### config.mk
export PLATFORM = sky130hd
export DESIGN_NAME = pdsc_top
export DESIGN_NICKNAME = d
export VERILOG_FILES = /design/src/rtl/pdsc_sync.v /design/src/rtl/pdsc_top.v
export VERILOG_INCLUDE_DIRS = /design/src /design/src/rtl
export SDC_FILE = /design/constraint.sdc
export NUM_CORES = 1
export LEC_CHECK = 0
export ABC_CLOCK_PERIOD_IN_PS = 3100
export BUFFER_PORTS_ARGS = -buffer_cell sky130_fd_sc_hd__buf_4
export CORE_ASPECT_RATIO = 1.5
export CORE_UTILIZATION = 45
export CTS_CLUSTER_DIAMETER = 150
export CTS_CLUSTER_SIZE = 40
export DETAILED_ROUTE_END_ITERATION = 10
export PLACE_DENSITY = 0.9
export SLEW_MARGIN = 25
export SYNTH_ARGS = -nofsm -noshare
export SYNTH_HDL_FRONTEND = slang
export SYNTH_SLANG_ARGS = --single-unit
### constraint.sdc
create_clock -name clk_in -period 3.1 [get_ports clk_in]
set_clock_uncertainty 0.1 [all_clocks]
set_input_delay 0.31 -clock clk_in [delete_from_list [all_inputs] [get_ports clk_in]]
set_output_delay 0.31 -clock clk_in [all_outputs]
set_load 0.01 [all_outputs]
### src/rtl/pdsc_defs.vh
// Constants for the power-down and self-test control block
`ifndef PDSC_DEFS_VH
`define PDSC_DEFS_VH
// ==========================================
// Register byte offsets
`define PDSC_REG_CTRL 8'h00
`define PDSC_REG_STAT 8'h04
// ==========================================
// Control register fields
`define PDSC_CTRL_PIN4_BUILT_IN_SELF_TEST_BIT 0
`define PDSC_CTRL_CS_GPIO_BIT 1
`define PDSC_CTRL_INT_PULL_BIT 2
`define PDSC_CTRL_RESET 3'h0
// ==========================================
// Status register fields
`define PDSC_STAT_ENABLED_BIT 0
`define PDSC_STAT_PLL_BIT 1
`define PDSC_STAT_BUILT_IN_SELF_TEST_BIT 2
`define PDSC_STAT_BISTCLK_BIT 3
`define PDSC_STAT_STRAP0_LSB 4
`define PDSC_STAT_STRAP1_LSB 6
`define PDSC_STAT_IRQ_BIT 8
// ==========================================
// Self-test clock source codes
`define PDSC_BISTCLK_PIXEL 1'h0
`define PDSC_BISTCLK_INT33 1'h1
`define PDSC_INT_OSC_MHZ 33
`endif

### src/rtl/pdsc_sync.v
// Two-flop synchroniser for a group of asynchronous pins
module pdsc_sync #(
  parameter WIDTH = 1
) (
  input wire clk_in,
  input wire rst_n_in,
  input wire [WIDTH-1:0] async_in,
  output reg [WIDTH-1:0] sync_out
);
  // First stage, read only by the second stage
  reg [WIDTH-1:0] meta;
  // ==========================================
  // Sync stages
  always @(posedge clk_in) begin
    if (!rst_n_in) begin
      meta <= {WIDTH{1'b0}};
      sync_out <= {WIDTH{1'b0}};
    end else begin
      meta <= async_in;
      sync_out <= meta;
    end
  end
endmodule

### src/rtl/pdsc_top.v
// Power-down, self-test and pin-function control with a Wishbone slave
// Behaviour
// - Power-down release resets all state to defaults; the code clears only ctrl and loads the straps on release
// - Low input holds power-down; high runs normally
// - Power-down tri-states outputs, stops the PLL
// - Self-test enable input 0 off, 1 on
// - Clock select 0 pixel, 1 internal 33 MHz
// - Shared pin is interrupt input by default
// - Interrupt pin may pull low in power-down
// - Chip-select pin or fast GPIO by register
//
// Implementation choices: the Wishbone interface to the registers and the register addresses.
`include "pdsc_defs.vh"
module pdsc_top (
  input wire clk_in,
  input wire rst_n_in,
  input wire power_down_n_in,
  input wire selftest_enable_in,
  input wire pin4_in,
  output wire pin4_out,
  output wire pin4_oe_n_out,
  input wire [1:0] mode_strap_zero_in,
  input wire [1:0] mode_strap_one_in,
  input wire spi_cs_core_in,
  input wire fast_gpio_three_core_in,
  input wire fast_gpio_three_core_oe_in,
  input wire pin16_in,
  output reg pin16_out,
  output reg pin16_oe_n_out,
  output reg spi_cs_core_out,
  output reg fast_gpio_three_core_out,
  output reg se_outputs_oe_n_out,
  output reg pll_enable_out,
  output reg device_enabled_out,
  output reg core_reset_out,
  output reg selftest_active_out,
  output reg selftest_clock_select_out,
  output reg interrupt_request_out,
  output reg [1:0] mode_strap_zero_out,
  output reg [1:0] mode_strap_one_out,
  input wire [7:0] wb_adr_in,
  input wire [31:0] wb_dat_in,
  input wire [3:0] wb_sel_in,
  input wire wb_we_in,
  input wire wb_cyc_in,
  input wire wb_stb_in,
  output reg [31:0] wb_dat_out,
  output reg wb_ack_out,
  output reg wb_err_out
);
  // ==========================================
  // Pin synchronisers
  // Power-down, self-test enable, shared pin 4, straps and pin 16 are all asynchronous
  wire [7:0] sync_q;
  pdsc_sync #(
    .WIDTH(8)
  ) u_sync (
    .clk_in(clk_in),
    .rst_n_in(rst_n_in),
    .async_in({pin16_in, mode_strap_one_in, mode_strap_zero_in, pin4_in,
               selftest_enable_in, power_down_n_in}),
    .sync_out(sync_q)
  );
  wire power_down_n = sync_q[0]; // Synchronised power-down level
  wire selftest_en_s = sync_q[1]; // Synchronised self-test enable
  wire pin4_s = sync_q[2]; // Synchronised shared pin level
  wire [1:0] strap0_s = sync_q[4:3]; // Synchronised strap level zero
  wire [1:0] strap1_s = sync_q[6:5]; // Synchronised strap level one
  wire pin16_s = sync_q[7]; // Synchronised chip-select pin
  // ==========================================
  // Power state machine
  localparam ST_OFF = 3'h1; // Powered down
  localparam ST_RESET = 3'h2; // One cycle core reset on release
  localparam ST_RUN = 3'h4; // Normal operation
  reg [2:0] state;
  reg [2:0] next_state;
  // Next state from the synchronised power-down level
  // A release of a single cycle still passes ST_RESET and clears ctrl
  always @* begin
    case (state)
      ST_OFF: next_state = power_down_n ? ST_RESET : ST_OFF;
      ST_RESET: next_state = power_down_n ? ST_RUN : ST_OFF;
      ST_RUN: next_state = power_down_n ? ST_RUN : ST_OFF;
      default: next_state = ST_OFF;
    endcase
  end
  // State register
  always @(posedge clk_in) begin
    if (!rst_n_in) begin
      state <= ST_OFF;
    end else begin
      state <= next_state;
    end
  end
  wire running = (state == ST_RUN); // Fully enabled
  wire release_pulse = (state == ST_RESET); // Entry into enabled, clears ctrl and captures the straps
  // ==========================================
  // Control register, cleared on every power-down release
  reg [2:0] ctrl;
  wire wb_req = wb_cyc_in & wb_stb_in & ~wb_ack_out & ~wb_err_out;
  // Address compare, shared by both register decodes
  function pdsc_hit;
    input [7:0] adr;
    input [7:0] offset;
    begin
      pdsc_hit = (adr == offset);
    end
  endfunction
  wire hit_ctrl = pdsc_hit(wb_adr_in, `PDSC_REG_CTRL); // Control register selected
  wire hit_stat = pdsc_hit(wb_adr_in, `PDSC_REG_STAT); // Status register selected
  // Software writes steer the pin functions
  always @(posedge clk_in) begin
    if (!rst_n_in) begin
      ctrl <= `PDSC_CTRL_RESET;
    end else if (release_pulse) begin
      ctrl <= `PDSC_CTRL_RESET;
      // Only byte lane 0 carries control bits; other lanes are ignored
    end else if (wb_req && wb_we_in && hit_ctrl && wb_sel_in[0]) begin
      ctrl <= wb_dat_in[2:0];
    end
  end
  wire pin4_is_built_in_self_test = ctrl[`PDSC_CTRL_PIN4_BUILT_IN_SELF_TEST_BIT]; // 0 = interrupt input
  wire pin16_is_gpio = ctrl[`PDSC_CTRL_CS_GPIO_BIT]; // 0 = chip select
  wire int_pull_en = ctrl[`PDSC_CTRL_INT_PULL_BIT]; // Allow pull-low when off
  // ==========================================
  // Strap capture at power-down release
  // Straps are held so a drifting divider cannot change mode mid-run
  // Captured in the cycle before RUN, so the core never sees them move
  always @(posedge clk_in) begin
    if (!rst_n_in) begin
      mode_strap_zero_out <= 2'h0;
      mode_strap_one_out <= 2'h0;
    end else if (release_pulse) begin
      mode_strap_zero_out <= strap0_s;
      mode_strap_one_out <= strap1_s;
    end
  end
  // ==========================================
  // Power, self-test and pin outputs
  // Registered so every output is stable and glitch free
  // Reset and power-down share defaults except pin16_out, which follows the core in power-down: all off, outputs floating
  always @(posedge clk_in) begin
    if (!rst_n_in) begin
      device_enabled_out <= 1'b0;
      core_reset_out <= 1'b1;
      pll_enable_out <= 1'b0;
      se_outputs_oe_n_out <= 1'b1;
      selftest_active_out <= 1'b0;
      selftest_clock_select_out <= `PDSC_BISTCLK_PIXEL;
      interrupt_request_out <= 1'b0;
      spi_cs_core_out <= 1'b1;
      fast_gpio_three_core_out <= 1'b0;
      pin16_out <= 1'b0;
      pin16_oe_n_out <= 1'b1;
    end else begin
      device_enabled_out <= running;
      core_reset_out <= ~running;
      pll_enable_out <= running;
      se_outputs_oe_n_out <= ~running;
      selftest_active_out <= running & selftest_en_s;
      // Pixel clock unless pin 4 carries the select and reads high
      selftest_clock_select_out <= (running & pin4_is_built_in_self_test & pin4_s) ?
                                   `PDSC_BISTCLK_INT33 : `PDSC_BISTCLK_PIXEL;
      // Active-low interrupt input only while in its default role
      interrupt_request_out <= running & ~pin4_is_built_in_self_test & ~pin4_s;
      // Pin 16 function select
      spi_cs_core_out <= (running & ~pin16_is_gpio) ? pin16_s : 1'b1;
      fast_gpio_three_core_out <= (running & pin16_is_gpio) ? pin16_s : 1'b0;
      pin16_out <= fast_gpio_three_core_in;
      pin16_oe_n_out <= ~(running & pin16_is_gpio & fast_gpio_three_core_oe_in);
    end
  end
  // Chip-select input from the core is unused in peripheral mode
  wire unused_cs = spi_cs_core_in;
  // ==========================================
  // Pin 4 driver: pulls low only in power-down and when allowed
  // Enable survives power-down since ctrl is only cleared on release
  // Limitation: software must set the permission before power-down
  reg pin4_pull;
  always @(posedge clk_in) begin
    if (!rst_n_in) begin
      pin4_pull <= 1'b0;
    end else begin
      pin4_pull <= ~running & int_pull_en & ~pin4_is_built_in_self_test;
    end
  end
  assign pin4_out = 1'b0;
  assign pin4_oe_n_out = ~pin4_pull;
  // ==========================================
  // Wishbone classic slave, one wait state, ack or err for one cycle
  function [31:0] pdsc_status;
    input dummy;
    begin
      pdsc_status = 32'h0;
      pdsc_status[`PDSC_STAT_ENABLED_BIT] = device_enabled_out;
      pdsc_status[`PDSC_STAT_PLL_BIT] = pll_enable_out;
      pdsc_status[`PDSC_STAT_BUILT_IN_SELF_TEST_BIT] = selftest_active_out;
      pdsc_status[`PDSC_STAT_BISTCLK_BIT] = selftest_clock_select_out;
      pdsc_status[`PDSC_STAT_STRAP0_LSB +: 2] = mode_strap_zero_out;
      pdsc_status[`PDSC_STAT_STRAP1_LSB +: 2] = mode_strap_one_out;
      pdsc_status[`PDSC_STAT_IRQ_BIT] = interrupt_request_out;
    end
  endfunction
  // Answer each request; unmapped addresses get err
  always @(posedge clk_in) begin
    if (!rst_n_in) begin
      wb_ack_out <= 1'b0;
      wb_err_out <= 1'b0;
      wb_dat_out <= 32'h0;
    end else begin
      wb_ack_out <= wb_req & (hit_ctrl | hit_stat);
      wb_err_out <= wb_req & ~(hit_ctrl | hit_stat) & ~unused_cs & 1'b1 |
                    wb_req & ~(hit_ctrl | hit_stat) & unused_cs;
      if (wb_req && !wb_we_in && hit_ctrl) begin
        wb_dat_out <= {29'h0, ctrl};
      end else if (wb_req && !wb_we_in && hit_stat) begin
        wb_dat_out <= pdsc_status(1'b0);
      end
    end
  end
endmodule

# Word level (Yosys, flattened, before mapping)
# Cells that the tools add are included.
[classes] muxes=6 bitwise=30 n_eq_ne=4 reduce_logical=14
[op_table] op="$and 1x1->1" count=17
[op_table] op="$not 1->1" count=11
[op_table] op="$mux 3" count=3
[op_table] op="$eq 8x3->1 const B" count=1
[op_table] op="$logic_not 8->1" count=1
[op_table] op="$logic_and 1x1->1" count=6
[op_table] op="$pmux 3 s2" count=1
[op_table] op="$reduce_or 2->1" count=3
[op_table] op="$reduce_and 2->1" count=2
[op_table] op="$eq 3x1->1 const B" count=1
[op_table] op="$eq 3x2->1 const B" count=1
[op_table] op="$eq 3x3->1 const B" count=1
[op_table] op="$mux 2" count=1
[op_table] op="$or 1x1->1" count=2
[op_table] op="$reduce_bool 2->1" count=1
[op_table] op="$logic_not 1->1" count=1
[op_table] op="$mux 1" count=1
[totals] register_bits=47 output_inout_bits=51

# Longest topological paths before layout
[logic_depth] depth_word=7 ltp_mapped=5 ltp_nobuf=3

# Modules after synthesis
# A second synthesis with hierarchy kept.
[unflattened] hier_cells=175 area_unflattened_um2=1831.8
[by_module_without_submodules] mod="pdsc_top" n_inst=1 area_each_um2=1385.1 cells_per_inst=142
[by_module_without_submodules] mod="pdsc_sync" n_inst=1 area_each_um2=446.7 cells_per_inst=33

# Least setup slack after synthesis
# OpenSTA, ideal clock, no wires.
[synth_path] path_type="input-to-reg" from="input port wb_adr_in[5]" to="register wb_dat_out[0]" setup_time_ns=0.072 n_path_buf=1 arrival_ns=1.175 path_stages=4 setup_slack_ns=1.754 cell_sequence="nor4_4 and4b_4 buf_12 mux2i_1"
[synth_between] elab_chain_cells=3 elab_cells_between_ends=6 classes_between="eq/ne (1); mux (1); reduce/logical (4)"
[synth_rtl] item="start: declaration" line="pdsc_top.v:41" rtl="input wire [7:0] wb_adr_in,"
[synth_rtl] item="$eq 8x3->1 or $logic_not 8->1 (tied branches)" line="pdsc_top.v:106" rtl="pdsc_hit = (adr == offset);"
[synth_rtl] item="$logic_and 1x1->1 (on tied branches)" line="pdsc_top.v:216, pdsc_top.v:214"
[synth_rtl] item="$reduce_bool 2->1 (no line) or $mux 3 (tied branches)"
[synth_rtl] item="end signal: assignment" line="pdsc_top.v:215" rtl="wb_dat_out <= {29'h0, ctrl};"
[synth_rtl] item="end signal: assignment" line="pdsc_top.v:217" rtl="wb_dat_out <= pdsc_status(1'b0);"
[synth_rtl] item="end: declaration" line="pdsc_top.v:47" rtl="output reg [31:0] wb_dat_out,"
# Parallel ways exist; a longest one is shown, timed or not.
# A chain may end at the register's enable or synchronous reset.

# Worst setup path in the final report
[layout_path] from="register state[1]" to="register mode_strap_zero_out[0]"
[layout_between] elab_chain_cells=1
[layout_rtl] item="start: declaration" line="pdsc_top.v:75" rtl="reg [2:0] state;"
[layout_rtl] item="start signal: assignment" line="pdsc_top.v:92" rtl="state <= next_state;"
[layout_rtl] item="$eq 3x2->1" line="pdsc_top.v:96" rtl="wire release_pulse = (state == ST_RESET);"
[layout_rtl] item="end signal: assignment" line="pdsc_top.v:134" rtl="mode_strap_zero_out <= strap0_s;"
[layout_rtl] item="end: declaration" line="pdsc_top.v:39" rtl="output reg [1:0] mode_strap_zero_out,"
# Every way passes these cells.

==> summary.md <==
| Metric | Value |
|---|---|
| Mapped Cells | 177 |
| Die height | approximately 80 µm |
| Chip width | 54.0 µm |
| Post CTS Setup Buffer Count | 0 |
| Syn_area_per_cell | between 10 and 15 µm² |
| RePlAce Congestion | 0.705 |
| Pleak | ~0.0010 µW |
| Number of flops mapped to enable cells by yosys | 0 |
| Initial DRC count | 26 |
| Top layer in use | met4 |
| Reg2Reg Capture Point | mode_strap_zero_out[0] |
| Setup slack, reg-to-reg | about 1.7 ns |
| Crit end category | register |
| Clock power share | 34.0% |
| Global route overflow | 0 |
| Largest net degree at the start of global routing | 46 |
| H-tree depth | 2 |
| Filler cell count | 369 |
| Clk slew on worst S/H paths | 0.09 ns |
| Unrepaired setup endpoints after global routing | false |
| Row cnt | 28 |
| Post-synth top flop | dfxtp_1 |
| Wirelength per Cell | 10.4 µm |
| Yosys reg bits | 47 |
| Vias in the first global route | 1099 |
| Top cell type's share of synthesized area | 51.6% |
| GRT Util Overall | 14.2% |
| Clock Latency Late Sink | ~0.29 ns |
| Drt total wl | 2840 µm |
| First-pass GRT wire length | 4410 µm |
| Worst R2R Start | state[1] |
| Reg2reg path depth | 3 |
| Commonest non-fill, non-tap cell in the layout | buf_4 |
| Critical Path Start | state[1] |
| Port buffer count | 53 |
| Detailed route wirelength on metal2 | 1560 µm |
| Post-DP HPWL | 2110 µm |
| M1 wire length | 1010 µm |
| CTS root buf | clkbuf_8 |
| Post-DR vias/cell | 4.50 |
| Routed wl met3 | ~200 µm |
| N_diodes | 0 |
| Top cells by area, synth | dfxtp_1, buf_4, mux2i_1, and2_1, nand2_1 |
| Layout area overhead | 20.9% |
| Startpoint Class | register |
| Number of library cell types mapped by synthesis | 31 |
| Tcrit/Tclk final | 46.6% |
| VDD IR max | around 0.00037 V |
| Cell taking the most area after synthesis | dfxtp_1 |
| Post-route antenna net violation count | 0 |
| # hold bufs at CTS | 0 |
| Cts repair resizes | 0 |
| Die ar. | ~4300 µm² |
| Max clock buf depth | 2 |
| Mapped cell area | roughly 1800 µm² |
| Fmax | ~0.69 GHz |
| Combinational cell fraction of total power | roughly 6.5% |
| Initial antenna violation count | 0 |
| DRC | 0 |
| Pwr Density | 471 nW/µm² |
| Switching power total | 233 µW |
| Status | finished clean |
| Nets | roughly 290 |
| Starting Density | 46.5% |
| Sinks on Clock Net | 47 |
| First-pass iteration count of the detailed router | 4 |
| CP endpoint | mode_strap_zero_out[0] |
| Critical path class | register to register |
| Max-cap viol count | 0 |
| Layout cells sized above 1 | 28.6% |
| Worst path arrival time | 1.54 ns |
| Crit path time final | 1.45 ns |
| Seq/Total Area, Yosys | 51.6% |
| Internal Pwr Total | between 800 and 900 µW |
| Sequential Power Share | roughly three fifths |
| Core area | between 3000 and 4000 µm² |
| Worst min path class | primary input to register |
| Fin Setup TNS | 0 ns |
| Commonest non-fill, non-tap cells in the layout | buf_4, dfxtp_1, conb_1, nand2_1, and2_1 |
| Final Slew Violations | 0 |
| Worst hold slack | 0.0983 ns |
| Vias post-DR | between 1000 and 1500 |
| Hold Violations, Final | 0 |
| Inserted Clock Buffers | 5 |
| Critical path required time | 3.20 ns |
| CTS tree | done |
| Syn. warnings | 0 |
| Crit-path max FO | 10 |
| Final Setup Violations | 0 |
| Number of I/O pins | 111 |
| Post-synth ARST share | 0% |
| Net Sw Frac | 22.4% |
-- stage by stage --
stage	instances	setup slack, ns	instance area (µm²)	total power, µW	utilization, %
global route	272	1.57	2210	1080	56.2
finish	272	1.65	2210	1040	56.2
global placement	264	1.57	2120	698	54.0
detailed placement	264	1.53	2120	700	54.0
floorplan	200	1.75	1910	690	-
CTS	272	1.63	2210	1050	56.2
-- worst max-delay path, stage by stage, from the launching register on --
cell and delay [ns]:
dfxtp_1 0.40, or3b_1 0.55, mux2i_1 0.24, nor2b_1 0.06
-- how the worst min path moves through the flow --
stage	depth (start not counted)	start	endpoint
detailed placement	1	u_sync.sync_out[1]	selftest_active_out
global route	2	fast_gpio_three_core_oe_in	pin16_oe_n_out
floorplan	1	u_sync.sync_out[2]	interrupt_request_out
finish	2	fast_gpio_three_core_oe_in	pin16_oe_n_out
CTS	2	fast_gpio_three_core_oe_in	pin16_oe_n_out
global placement	1	u_sync.sync_out[2]	interrupt_request_out
-- cells in the mapped netlist, drive strengths merged, types with 2 or more instances --
cell and number:
nor2b 6, clkbuf 3, inv 2, and2 20, and3 2, dfxtp 47
nand2 21, mux2i 16, nor2 2, buf 31, nand3 7, nor3 4
o21ai 2
-- logic make-up after synthesis --
group | count (synthesis) | synth area share [%]
AO/OA/AOI/OAI | 3 | 0.823
XOR/XNOR | 1 | 0.480
buffers and inverters | 36 | 13.8
flip-flops | 47 | 51.6
multiplexers | 17 | 9.40
other | 1 | 0.206
AND/OR/NAND/NOR | 72 | 23.7
-- metal layers --
| layer | vias to the layer above | track usage, % |
|---|---|---|
| li1 | 621 | - |
| met1 | 543 | 11.5 |
| met2 | 53 | 26.8 |
| met3 | 8 | 5.14 |
| met4 | 0 | 8.46 |
| met5 | - | 0 |
-- registers in the layout (all words and copies together) (netlist names), 2 cells and up --
name and count:
state 3, u_sync.sync_out 8, ctrl 3, wb_dat_out 9, u_sync.meta 8, mode_strap_zero_out 2, mode_strap_one_out 2
-- power by group through the flow --
stage          logic, µW  registers (µW)  clock network [µW]
3_3_place_gp        66.3             632                   0
6_report            67.3             618                 353
3_5_place_dp        67.6             633                   0
2_1_floorplan       57.5             632                   0
4_1_cts             67.7             618                 364
5_1_grt             74.4             620                 390
-- layout make-up --
type	instances	area (µm²)	area share (%)
Clock buffer	6	72.6	3.29
Clock inverter	2	12.5	0.567
Sequential cell	47	941	42.7
Multi-Input combinational cell	117	718	32.6
Tap cell	45	56.3	2.55
Inverter	2	7.51	0.340
Timing Repair Buffer	53	398	18.0
Note: power is estimated with default switching activity, not from simulation.
